===== config.mk =====
export PLATFORM = sky130hd
export DESIGN_NAME = ast_top
export DESIGN_NICKNAME = d
export VERILOG_FILES = /design/src/shared/ast_pkg.sv /design/src/verilog/ast_baud.sv /design/src/verilog/ast_top.sv
export SDC_FILE = /design/constraint.sdc
export NUM_CORES = 1
export LEC_CHECK = 0
export BUFFER_PORTS_ARGS = -buffer_cell sky130_fd_sc_hd__buf_2
export CAP_MARGIN = 25
export CORE_MARGIN = 4
export CORE_UTILIZATION = 50
export CTS_CLUSTER_DIAMETER = 40
export DETAILED_ROUTE_END_ITERATION = 8
export PLACE_DENSITY = 0.74
export SYNTH_ARGS = -nofsm -noshare
export SYNTH_HDL_FRONTEND = slang
export SYNTH_SLANG_ARGS = --single-unit

===== constraint.sdc =====
create_clock -name sys_clk -period 11.1 [get_ports sys_clk]
set_input_delay 1.11 -clock sys_clk [delete_from_list [all_inputs] [get_ports sys_clk]]
set_output_delay 1.11 -clock sys_clk [all_outputs]
set_load 0.01 [all_outputs]

===== src/shared/ast_pkg.sv =====
// Shared constants and types of the asynchronous serial transceiver.
package ast_pkg;

   // ----------------------------------------------------------------
   // Register map
   // ----------------------------------------------------------------
   localparam int unsigned AST_AW   = 8;
   localparam int unsigned AST_DW   = 32;
   localparam logic [7:0] AST_ADDR_STATUS = 8'h00;
   localparam logic [7:0] AST_ADDR_CTRL1  = 8'h04;
   localparam logic [7:0] AST_ADDR_CTRL2  = 8'h08;
   localparam logic [7:0] AST_ADDR_BAUD   = 8'h0C;
   localparam logic [7:0] AST_ADDR_DATA   = 8'h10;

   // serial_control_first fields.
   localparam int unsigned AST_C1_TX9  = 0;
   localparam int unsigned AST_C1_RX9  = 1;
   localparam int unsigned AST_C1_BRK  = 2;
   localparam int unsigned AST_C1_STOP = 3;
   localparam int unsigned AST_C1_PRT  = 4;
   localparam int unsigned AST_C1_PEN  = 5;
   localparam int unsigned AST_C1_LEN  = 6;
   localparam int unsigned AST_C1_EN   = 7;

   // serial_control_second fields.
   localparam int unsigned AST_C2_TEIE = 0;
   localparam int unsigned AST_C2_TIIE = 1;
   localparam int unsigned AST_C2_RIE  = 2;
   localparam int unsigned AST_C2_OIE  = 3;
   localparam int unsigned AST_C2_ADIE = 4;
   localparam int unsigned AST_C2_ADEN = 5;
   localparam int unsigned AST_C2_RECEIVE_ENABLE = 6;
   localparam int unsigned AST_C2_TRANSMIT_ENABLE = 7;

   // serial_status_reg fields.
   localparam int unsigned AST_S_PARITY_FAULT_FLAG  = 0;
   localparam int unsigned AST_S_NF    = 1;
   localparam int unsigned AST_S_FRAMING_FLAG  = 2;
   localparam int unsigned AST_S_OVERRUN_FLAG  = 3;
   localparam int unsigned AST_S_RECEIVE_IDLE_FLAG = 4;
   localparam int unsigned AST_S_RXF   = 5;
   localparam int unsigned AST_S_TRANSMIT_IDLE_FLAG = 6;
   localparam int unsigned AST_S_TXE   = 7;
   localparam int unsigned AST_S_ADDR  = 8;

   // Reset values.
   localparam logic [7:0] AST_CTRL1_RST = 8'h00;
   localparam logic [7:0] AST_CTRL2_RST = 8'h00;
   localparam logic [7:0] AST_BAUD_RST  = 8'h00;

   // ----------------------------------------------------------------
   // Timing
   // ----------------------------------------------------------------
   localparam logic [3:0] AST_OS_LAST    = 4'hF;
   localparam logic [3:0] AST_VOTE_FIRST = 4'h7;
   localparam logic [3:0] AST_VOTE_LAST  = 4'h9;
   localparam logic [3:0] AST_BREAK_BITS = 4'hD;
   localparam logic [3:0] AST_DBITS_8    = 4'h8;
   localparam int unsigned AST_FIFO_DEPTH = 2;

   // ----------------------------------------------------------------
   // States
   // ----------------------------------------------------------------
   typedef enum logic [1:0] {AST_TX_IDLE, AST_TX_SHIFT, AST_TX_BREAK} ast_tx_e;
   typedef enum logic {AST_RX_IDLE, AST_RX_RUN} ast_rx_e;

endpackage : ast_pkg


===== src/verilog/ast_baud.sv =====
// Baud generator: 8-bit prescaler giving a 16x oversampling tick.
`timescale 1ns/1ps
`default_nettype none
module ast_baud (
   input  wire logic       sys_clk,
   input  wire logic       reset,
   input  wire logic       clear,
   input  wire logic [7:0] divisor,
   output logic            os_tick
);
   import ast_pkg::*;

   logic [7:0] cnt_ff;
   logic [7:0] nxt_cnt;
   logic       tick_ff;
   logic       nxt_tick;

   // A tick every divisor+1 clocks; the bit time is sixteen ticks.
   always_comb begin
      nxt_cnt  = cnt_ff + 8'h01;
      nxt_tick = 1'b0;
      if (clear) begin
         nxt_cnt = 8'h00;
      end else if (cnt_ff >= divisor) begin
         nxt_cnt  = 8'h00;
         nxt_tick = 1'b1;
      end
   end

   always_ff @(posedge sys_clk or posedge reset) begin
      if (reset) begin
         cnt_ff  <= 8'h00;
         tick_ff <= 1'b0;
      end else begin
         cnt_ff  <= nxt_cnt;
         tick_ff <= nxt_tick;
      end
   end

   assign os_tick = tick_ff;

endmodule : ast_baud
`default_nettype wire


===== src/verilog/ast_top.sv =====
// Asynchronous serial transceiver with APB register access.
`timescale 1ns/1ps
`default_nettype none
module ast_top (
   input  wire logic                        sys_clk,
   input  wire logic                        reset,
   input  wire logic                        psel,
   input  wire logic                        penable,
   input  wire logic                        pwrite,
   input  wire logic [ast_pkg::AST_AW-1:0]  paddr,
   input  wire logic [ast_pkg::AST_DW-1:0]  pwdata,
   output logic      [ast_pkg::AST_DW-1:0]  prdata,
   output logic                             pready,
   output logic                             pslverr,
   input  wire logic                        rx_pin,
   output logic                             tx_pin,
   output logic                             tx_pin_oe,
   output logic                             rx_serial_sel,
   output logic                             rx_pullup_off,
   output logic                             irq
);
   import ast_pkg::*;

   // ----------------------------------------------------------------
   // Declarations
   // ----------------------------------------------------------------
   logic [7:0]  ctrl1_ff, nxt_ctrl1, ctrl2_ff, nxt_ctrl2, baud_ff, nxt_baud;
   logic [31:0] prdata_ff, nxt_prdata;
   logic        pready_ff, nxt_pready, pslverr_ff, nxt_pslverr;
   logic        irq_ff, nxt_irq, stat_rd_ff, nxt_stat_rd;
   logic        pe_ff, nxt_pe, fe_ff, nxt_fe, nf_ff, nxt_nf;
   logic        ov_ff, nxt_ov, adr_ff, nxt_adr;
   logic [8:0]  fifo_ff [AST_FIFO_DEPTH];
   logic [8:0]  nxt_fifo [AST_FIFO_DEPTH];
   logic        wp_ff, nxt_wp, rp_ff, nxt_rp;
   logic [1:0]  cnt_ff, nxt_cnt;
   ast_tx_e     tx_st_ff, nxt_tx_st;
   logic [8:0]  hold_ff, nxt_hold;
   logic        hold_vld_ff, nxt_hold_vld;
   logic [11:0] frame_ff, nxt_frame;
   logic [3:0]  tx_bit_ff, nxt_tx_bit, tx_os_ff, nxt_tx_os;
   logic        line_ff, nxt_line;
   ast_rx_e     rx_st_ff, nxt_rx_st;
   logic        rx_s1_ff, rx_s2_ff, rx_prev_ff;
   logic [3:0]  rx_os_ff, nxt_rx_os, rx_idx_ff, nxt_rx_idx;
   logic [11:0] rx_bits_ff, nxt_rx_bits;
   logic [2:0]  vote_ff, nxt_vote;
   logic        noise_ff, nxt_noise;
   logic        acc, wr_data, rd_data, rd_stat, os_tick;
   logic        en, te, re, nine, pen, parity_type_select, two;
   logic        rx_done, rx_pe, rx_fe, rx_nf;
   logic [8:0]  rx_word;
   logic [3:0]  dbits;
   logic [3:0]  rx_last, tx_last;
   logic [8:0]  status;

   // Majority of three samples per bit; disagreement marks noise.
   function automatic logic ast_maj(input logic [2:0] v);
      return (v[0] & v[1]) | (v[0] & v[2]) | (v[1] & v[2]);
   endfunction : ast_maj

   // Builds the whole frame so the shifter only ever sends bit 0.
   function automatic logic [11:0] ast_frame(input logic [8:0] d,
                                             input logic nine_b,
                                             input logic pen_b,
                                             input logic prt_b);
      logic [11:0] f;
      logic        p;
      f = 12'hFFF;
      f[0] = 1'b0;
      f[8:1] = d[7:0];
      if (nine_b) f[9] = d[8];
      p = (nine_b ? ^d : ^d[7:0]) ^ prt_b;
      if (pen_b) f[nine_b ? 10 : 9] = p;
      return f;
   endfunction : ast_frame

   ast_baud u_baud (
      .sys_clk (sys_clk),
      .reset   (reset),
      .clear   (!en),
      .divisor (baud_ff),
      .os_tick (os_tick)
   );

   assign en    = ctrl1_ff[AST_C1_EN];
   assign te    = ctrl2_ff[AST_C2_TRANSMIT_ENABLE] & en;
   assign re    = ctrl2_ff[AST_C2_RECEIVE_ENABLE] & en;
   assign nine  = ctrl1_ff[AST_C1_LEN];
   assign pen   = ctrl1_ff[AST_C1_PEN];
   assign parity_type_select   = ctrl1_ff[AST_C1_PRT];
   assign two   = ctrl1_ff[AST_C1_STOP];
   assign dbits = AST_DBITS_8 + {3'b000, nine};
   assign rx_last = dbits + {3'b000, pen} + 4'h1;
   assign tx_last = rx_last + {3'b000, two};
   assign acc     = psel & penable & pready_ff;
   assign wr_data = acc & pwrite & (paddr == AST_ADDR_DATA);
   assign rd_data = acc & !pwrite & (paddr == AST_ADDR_DATA);
   assign rd_stat = acc & !pwrite & (paddr == AST_ADDR_STATUS);
   assign status = {adr_ff, !hold_vld_ff,
                    !hold_vld_ff & (tx_st_ff == AST_TX_IDLE),
                    cnt_ff != 2'b00, rx_st_ff == AST_RX_IDLE,
                    ov_ff, fe_ff, nf_ff, pe_ff};

   // ----------------------------------------------------------------
   // Registers, receive buffer and flags
   // ----------------------------------------------------------------
   always_comb begin
      nxt_ctrl1 = ctrl1_ff;
      nxt_ctrl2 = ctrl2_ff;
      nxt_baud  = baud_ff;
      nxt_prdata = prdata_ff;
      nxt_pready = 1'b0;
      nxt_pslverr = pslverr_ff;
      nxt_stat_rd = stat_rd_ff;
      nxt_pe = pe_ff;
      nxt_fe = fe_ff;
      nxt_nf = nf_ff;
      nxt_ov = ov_ff;
      nxt_adr = adr_ff;
      nxt_fifo = fifo_ff;
      nxt_wp = wp_ff;
      nxt_rp = rp_ff;
      nxt_cnt = cnt_ff;
      if (psel && !penable) begin
         nxt_pready  = 1'b1;
         nxt_pslverr = 1'b0;
         nxt_prdata  = 32'h0000_0000;
         case (paddr)
            AST_ADDR_STATUS: nxt_prdata[8:0] = status;
            AST_ADDR_CTRL1: begin
               nxt_prdata[7:0] = ctrl1_ff;
               nxt_prdata[AST_C1_RX9] = fifo_ff[rp_ff][8];
            end
            AST_ADDR_CTRL2: nxt_prdata[7:0] = ctrl2_ff;
            AST_ADDR_BAUD:  nxt_prdata[7:0] = baud_ff;
            AST_ADDR_DATA:  nxt_prdata[7:0] = fifo_ff[rp_ff][7:0];
            default:        nxt_pslverr = 1'b1;
         endcase
      end
      if (acc && pwrite) begin
         case (paddr)
            AST_ADDR_CTRL1: nxt_ctrl1 = pwdata[7:0] & ~(8'h01 << AST_C1_RX9);
            AST_ADDR_CTRL2: nxt_ctrl2 = pwdata[7:0];
            AST_ADDR_BAUD:  nxt_baud  = pwdata[7:0];
            default: ;
         endcase
      end
      if (rd_stat) nxt_stat_rd = 1'b1;
      if ((rd_data || wr_data) && stat_rd_ff) begin
         nxt_stat_rd = 1'b0;
         nxt_pe = 1'b0;
         nxt_fe = 1'b0;
         nxt_nf = 1'b0;
         nxt_ov = 1'b0;
         nxt_adr = 1'b0;
      end
      if (rd_data && cnt_ff != 2'b00) begin
         nxt_rp  = !rp_ff;
         nxt_cnt = nxt_cnt - 2'b01;
      end
      // A completing character wins over a same-cycle flag clear.
      if (rx_done) begin
         if (cnt_ff == 2'(AST_FIFO_DEPTH)) begin
            nxt_ov = 1'b1;
         end else begin
            nxt_fifo[wp_ff] = rx_word;
            nxt_wp  = !wp_ff;
            nxt_cnt = nxt_cnt + 2'b01;
            if (rx_pe) nxt_pe = 1'b1;
            if (rx_fe) nxt_fe = 1'b1;
            if (rx_nf) nxt_nf = 1'b1;
            if (ctrl2_ff[AST_C2_ADEN] && rx_word[dbits - 4'h1])
               nxt_adr = 1'b1;
         end
      end
      if (!nxt_ctrl1[AST_C1_EN]) begin
         nxt_ctrl1[AST_C1_BRK] = 1'b0;
         nxt_ctrl2[AST_C2_TRANSMIT_ENABLE] = 1'b0;
         nxt_ctrl2[AST_C2_RECEIVE_ENABLE] = 1'b0;
         nxt_pe = 1'b0;
         nxt_fe = 1'b0;
         nxt_nf = 1'b0;
         nxt_ov = 1'b0;
         nxt_adr = 1'b0;
         nxt_cnt = 2'b00;
         nxt_wp = 1'b0;
         nxt_rp = 1'b0;
      end
      nxt_irq = |({status[AST_S_TXE], status[AST_S_TRANSMIT_IDLE_FLAG],
                   status[AST_S_RXF], ov_ff, adr_ff} &
                  {ctrl2_ff[AST_C2_TEIE], ctrl2_ff[AST_C2_TIIE],
                   ctrl2_ff[AST_C2_RIE], ctrl2_ff[AST_C2_OIE],
                   ctrl2_ff[AST_C2_ADIE]}) & en;
   end

   // ----------------------------------------------------------------
   // Transmitter
   // ----------------------------------------------------------------
   always_comb begin
      nxt_tx_st = tx_st_ff;
      nxt_hold = hold_ff;
      nxt_hold_vld = hold_vld_ff;
      nxt_frame = frame_ff;
      nxt_tx_bit = tx_bit_ff;
      nxt_tx_os = tx_os_ff;
      if (wr_data && te && !hold_vld_ff) begin
         nxt_hold = {ctrl1_ff[AST_C1_TX9], pwdata[7:0]};
         nxt_hold_vld = 1'b1;
      end
      if (os_tick) nxt_tx_os = tx_os_ff + 4'h1;
      case (tx_st_ff)
         AST_TX_IDLE: begin
            nxt_tx_os = 4'h0;
            nxt_tx_bit = 4'h0;
            if (hold_vld_ff) begin
               nxt_frame = ast_frame(hold_ff, nine, pen, parity_type_select);
               nxt_hold_vld = 1'b0;
               nxt_tx_st = AST_TX_SHIFT;
            end else if (ctrl1_ff[AST_C1_BRK] && te) begin
               nxt_tx_st = AST_TX_BREAK;
            end
         end
         AST_TX_SHIFT: if (os_tick && tx_os_ff == AST_OS_LAST) begin
            nxt_frame = {1'b1, frame_ff[11:1]};
            nxt_tx_bit = tx_bit_ff + 4'h1;
            if (tx_bit_ff >= tx_last) nxt_tx_st = AST_TX_IDLE;
         end
         AST_TX_BREAK: if (os_tick && tx_os_ff == AST_OS_LAST) begin
            if (tx_bit_ff < AST_BREAK_BITS) nxt_tx_bit = tx_bit_ff + 4'h1;
            else if (!ctrl1_ff[AST_C1_BRK]) nxt_tx_st = AST_TX_IDLE;
         end
         default: nxt_tx_st = AST_TX_IDLE;
      endcase
      if (!te) begin
         nxt_tx_st = AST_TX_IDLE;
         nxt_hold_vld = 1'b0;
      end
      nxt_line = 1'b1;
      if (nxt_tx_st == AST_TX_SHIFT) nxt_line = nxt_frame[0];
      if (nxt_tx_st == AST_TX_BREAK) nxt_line = 1'b0;
   end

   // ----------------------------------------------------------------
   // Receiver
   // ----------------------------------------------------------------
   always_comb begin
      logic        bit_v;
      logic [11:0] fb;
      bit_v = ast_maj(vote_ff);
      fb = rx_bits_ff;
      fb[rx_idx_ff] = bit_v;
      nxt_rx_st = rx_st_ff;
      nxt_rx_os = rx_os_ff;
      nxt_rx_idx = rx_idx_ff;
      nxt_rx_bits = rx_bits_ff;
      nxt_vote = vote_ff;
      nxt_noise = noise_ff;
      rx_done = 1'b0;
      rx_word = nine ? fb[9:1] : {1'b0, fb[8:1]};
      rx_pe = pen & (fb[rx_last - 4'h1] != ((^rx_word) ^ parity_type_select));
      rx_fe = !bit_v;
      rx_nf = noise_ff | (|vote_ff & ~&vote_ff);
      case (rx_st_ff)
         AST_RX_IDLE: if (re && rx_prev_ff && !rx_s2_ff) begin
            nxt_rx_st = AST_RX_RUN;
            nxt_rx_os = 4'h0;
            nxt_rx_idx = 4'h0;
            nxt_rx_bits = 12'h000;
            nxt_noise = 1'b0;
         end
         AST_RX_RUN: if (os_tick) begin
            nxt_rx_os = rx_os_ff + 4'h1;
            if (rx_os_ff >= AST_VOTE_FIRST && rx_os_ff <= AST_VOTE_LAST)
               nxt_vote[2'(rx_os_ff - AST_VOTE_FIRST)] = rx_s2_ff;
            if (rx_os_ff == AST_OS_LAST) begin
               nxt_rx_bits = fb;
               nxt_noise = rx_nf;
               nxt_rx_idx = rx_idx_ff + 4'h1;
               if (rx_idx_ff == 4'h0 && bit_v) begin
                  nxt_rx_st = AST_RX_IDLE;                // false start
               end else if (rx_idx_ff >= rx_last) begin
                  nxt_rx_st = AST_RX_IDLE;
                  rx_done = 1'b1;
               end
            end
         end
         default: nxt_rx_st = AST_RX_IDLE;
      endcase
      if (!re) nxt_rx_st = AST_RX_IDLE;
   end

   // ----------------------------------------------------------------
   // State registers
   // ----------------------------------------------------------------
   always_ff @(posedge sys_clk or posedge reset) begin
      if (reset) begin
         ctrl1_ff <= AST_CTRL1_RST;
         ctrl2_ff <= AST_CTRL2_RST;
         baud_ff <= AST_BAUD_RST;
         prdata_ff <= 32'h0000_0000;
         pready_ff <= 1'b0;
         pslverr_ff <= 1'b0;
         irq_ff <= 1'b0;
         stat_rd_ff <= 1'b0;
         pe_ff <= 1'b0;
         fe_ff <= 1'b0;
         nf_ff <= 1'b0;
         ov_ff <= 1'b0;
         adr_ff <= 1'b0;
         fifo_ff[0] <= 9'h000;
         fifo_ff[1] <= 9'h000;
         wp_ff <= 1'b0;
         rp_ff <= 1'b0;
         cnt_ff <= 2'b00;
         tx_st_ff <= AST_TX_IDLE;
         hold_ff <= 9'h000;
         hold_vld_ff <= 1'b0;
         frame_ff <= 12'hFFF;
         tx_bit_ff <= 4'h0;
         tx_os_ff <= 4'h0;
         line_ff <= 1'b1;
         rx_st_ff <= AST_RX_IDLE;
         rx_s1_ff <= 1'b1;
         rx_s2_ff <= 1'b1;
         rx_prev_ff <= 1'b1;
         rx_os_ff <= 4'h0;
         rx_idx_ff <= 4'h0;
         rx_bits_ff <= 12'h000;
         vote_ff <= 3'b111;
         noise_ff <= 1'b0;
      end else begin
         ctrl1_ff <= nxt_ctrl1;
         ctrl2_ff <= nxt_ctrl2;
         baud_ff <= nxt_baud;
         prdata_ff <= nxt_prdata;
         pready_ff <= nxt_pready;
         pslverr_ff <= nxt_pslverr;
         irq_ff <= nxt_irq;
         stat_rd_ff <= nxt_stat_rd;
         pe_ff <= nxt_pe;
         fe_ff <= nxt_fe;
         nf_ff <= nxt_nf;
         ov_ff <= nxt_ov;
         adr_ff <= nxt_adr;
         fifo_ff <= nxt_fifo;
         wp_ff <= nxt_wp;
         rp_ff <= nxt_rp;
         cnt_ff <= nxt_cnt;
         tx_st_ff <= nxt_tx_st;
         hold_ff <= nxt_hold;
         hold_vld_ff <= nxt_hold_vld;
         frame_ff <= nxt_frame;
         tx_bit_ff <= nxt_tx_bit;
         tx_os_ff <= nxt_tx_os;
         line_ff <= nxt_line;
         rx_st_ff <= nxt_rx_st;
         rx_s1_ff <= rx_pin;
         rx_s2_ff <= rx_s1_ff;
         rx_prev_ff <= rx_s2_ff;
         rx_os_ff <= nxt_rx_os;
         rx_idx_ff <= nxt_rx_idx;
         rx_bits_ff <= nxt_rx_bits;
         vote_ff <= nxt_vote;
         noise_ff <= nxt_noise;
      end
   end

   // ----------------------------------------------------------------
   // Outputs
   // ----------------------------------------------------------------
   // Pin ownership flops follow the enables one clock late.
   logic txoe_ff, rxsel_ff;
   always_ff @(posedge sys_clk or posedge reset) begin
      if (reset) begin
         txoe_ff <= 1'b0;
         rxsel_ff <= 1'b0;
      end else begin
         txoe_ff <= te;
         rxsel_ff <= re;
      end
   end

   assign prdata = prdata_ff;
   assign pready = pready_ff;
   assign pslverr = pslverr_ff;
   assign tx_pin = line_ff;
   assign tx_pin_oe = txoe_ff;
   assign rx_serial_sel = rxsel_ff;
   assign rx_pullup_off = rxsel_ff;
   assign irq = irq_ff;

endmodule : ast_top
`default_nettype wire

==> results.py <==
metrics = {
    "power_and_ir_drop": {
        "p_total_uw": 1050,
        "leakagePower_uw": 0.00365,
        "ir_worst_vdd_mv": 0.0975,
        "p_per_area_mw_per_mm2": 131,
    },
    "synth": {
        "ys_types": 64,
        "synthAdderAreaFrac": 0.0652,
        "synthSimpleGateAreaFrac": 0.136,
        "yosys_warnings": 0,
        "synth_top_family_by_area": "simple AND/OR/NAND/NOR gates",
        "ys_ff_latch": 134,
        "synth-xor-area-share": 0.0429,
        "async_flop_share": 1.00,
        "synth.top_cells.by_area": "dfrtp_1 (39%), dfstp_2 (6.8%), mux2_2 (6.8%)",
        "synth_flop_cell": "dfrtp_1",
        "syn-cell-area_mm2": 0.00732,
        "synth_edf_count": 0,
        "avgSynthCellArea_um2": 10.2,
        "ys_seq_area_frac": 0.462,
        "syn_inst": 714,
        "yosysTopAreaCell": "dfrtp_1",
        "synth_compound_area_frac": 0.124,
        "synth_top_area_share": 0.393,
        "muxShareOfSynthArea": 0.105,
    },
    "worst_setup_path": {
        "end_kind": "register",
        "max_stage_delay_ps": 830,
        "path_class": "in2reg",
        "slowest_stage": "mux2i_1",
        "critical_path_buf_inv_count": 2,
        "worstPathMaxFanout": 12,
        "worstPathRequired_ps": 11360,
        "startpoint_type": "input port",
        "worstPathArrival_ps": 3520,
        "path_delay_family": "simple AND/OR/NAND/NOR gates",
        "path_cells": "buf_2 -> nor3_2 -> nand2_1 -> nor2_4 -> and2_1 -> nand2_4 -> mux2i_1 -> inv_1 -> nand3_1 -> o22ai_1",
    },
    "floorplanning": {
        "coreArea_mm2": 0.0141,
        "row_count": 43,
        "initial_core_util": 0.519,
        "die_h_um": 129,
        "die-area_mm2": 0.0166,
        "die_width_um": 129,
        "num_io_pins": 85,
    },
    "sta": {
        "min_period_ps": 3250,
        "drv_slew": 0,
        "layout_worst_path_cycle_share": 0.293,
        "rsz0062_at_grt": "false",
        "clock_skew_ps": 5.12,
        "tightest_slew_ps": 1050,
        "timing.slew.headroom": 0.277,
        "setup_tns_ps": 0,
        "finalSetupViolCount": 0,
        "fmax_mhz": 307,
        "finalHoldViolCount": 0,
    },
    "routing": {
        "dr_total_vias": 5304,
        "detail_route.vias_per_cell": 5.67,
        "antenna_left": 0,
        "first_iter_violations": 411,
        "wl_per_cell_um": 17.3,
        "finalWirelength_um": 16200,
        "drt-pass1-iter-count": 6,
        "drc": 0,
    },
    "global_routing": {
        "overflow": 0,
        "antenna_found_initial": 1,
        "met3_usage": 0.0452,
        "grt_first_pass_wirelength_um": 26800,
        "met1_usage": 0.267,
        "grt_start_max_net_pins": 70,
        "busiest_layer": "met2",
        "grt_use_total": 0.204,
        "grt_pass1_vias": 5308,
        "grt_use_met2": 0.334,
    },
    "placed_design": {
        "io_buffers": 37,
        "placedCellCount": 904,
        "gp_congestion": 0.877,
        "hpwl_um": 11600,
    },
    "clocking": {
        "cts_setup_buffers": 0,
        "cts_resized": 0,
        "cts_buffers": 17,
        "htree_levels": 4,
        "ctsLongestPathBuffers": 2,
        "cts_tree": "done",
        "path_clk_slew_ps": 60,
        "clkSinkCount": 134,
        "cts_hold_buffers": 0,
        "worst_skew_pair.late_latency_ps": 420,
        "cts_root_buffer": "clkbuf_16",
    },
    "min_path": {
        "hp-class": "reg2reg",
    },
    "layout": {
        "area.growth.synth_to_final_pct": 10.0,
        "drive_gt1_frac": 0.212,
        "n_antenna_cell": 0,
        "nets": 826,
        "stdcell_count": 936,
    },
    "run": {
        "drv_cap": 0,
    },
    "status": {
        "outcome": "finished clean",
    },
}
==> cells by family after synthesis <==
group                      count (synthesis)
xor gates and xnor gates                  35
and+or+nand+nor                          203
adders and majority gates                 38
AOI/OAI and AO/OA                        149
buffers and inverters                     89
muxes                                     65
other                                      1
DFF                                      134
==> through the flow <==
step	hold slack, ps	setup slack [ps]	area (um^2)	utilization
floorplan	345	6440	7400	-
global placement	347	7460	7490	0.532
detailed placement	349	7450	7500	0.532
CTS	357	7890	8050	0.571
global route	362	7640	8050	0.571
finish	356	7850	8050	0.571
==> path summary, 6_finish.rpt <==
check                             from       endpoint  slack [ps]  depth (start not counted)
hold / removal                rx_s1_ff       rx_s2_ff         360                          0
max in group asynchronous        reset     hold_ff[2]        8880                          3
hold reg to reg               rx_s1_ff       rx_s2_ff         360                          0
setup reg to reg           ctrl1_ff[6]         tx_pin        7900                         14
setup / recovery              paddr[1]          pe_ff        7850                         10
min in group asynchronous        reset  rx_pullup_off         870                          2
==> layout by cell type, fill, tap and decap left out, drive strengths merged, types with 19 or more instances in the layout <==
cell type  synthesis  routed
dfrtp            115     115
nand2             72      72
nor2              67      67
o21ai             48      48
mux2              44      44
a21oi             41      41
buf               38      40
ha                37      37
inv               37      37
conb               1      23
xnor2             23      23
mux2i             21      21
clkbuf            14      20
dfstp             19      19
==> report_power, final <==
part	total, uW	switching [uW]	leakage, uW	internal (uW)
registers	492	1.13	0.00180	491
logic	30.2	23.6	0.00157	6.61
clock network	530	204	0.000277	326
total	1050	229	0.00365	824
==> sequential cells by signal, summed over array words and instances (netlist names), 7 cells and up <==
register / count
prdata: 9
ctrl1_ff: 7
ctrl2_ff: 8
frame_ff: 12
u_baud.cnt_ff: 8
fifo_ff: 18
hold_ff: 9
baud_ff: 8
rx_bits_ff: 11
==> synthesized netlist by cell type, types with 5 or more instances <==
library cell,n
mux2i_1,13
nand2_1,69
o21ai_0,48
clkbuf_1,13
buf_4,29
xnor2_1,22
nand3_1,16
inv_1,37
and2_1,5
mux2_2,44
nand2b_1,6
dfrtp_1,115
xor2_1,12
a22oi_1,17
o22ai_1,10
nor3_1,10
nor2_1,63
dfstp_2,19
buf_2,5
ha_1,37
a21o_1,8
a21oi_1,41
nand4_1,5
==> per-layer routing <==
metal | vias up | share of wire
li1 | 2493 | -
met1 | 2591 | 0.43
met2 | 188 | 0.49
met3 | 30 | 0.059
met4 | 2 | 0.022
met5 | - | 0.00043
==> layout make-up <==
cell class,count,area [um^2]
clock inverter,12,113
tap,180,225
multi-input combinational,513,3550
clock buffer,20,437
inverter,37,141
fill,1178,6050
sequential,134,3380
timing repair buffer,40,208
Note: power is estimated with default switching activity, not from simulation.
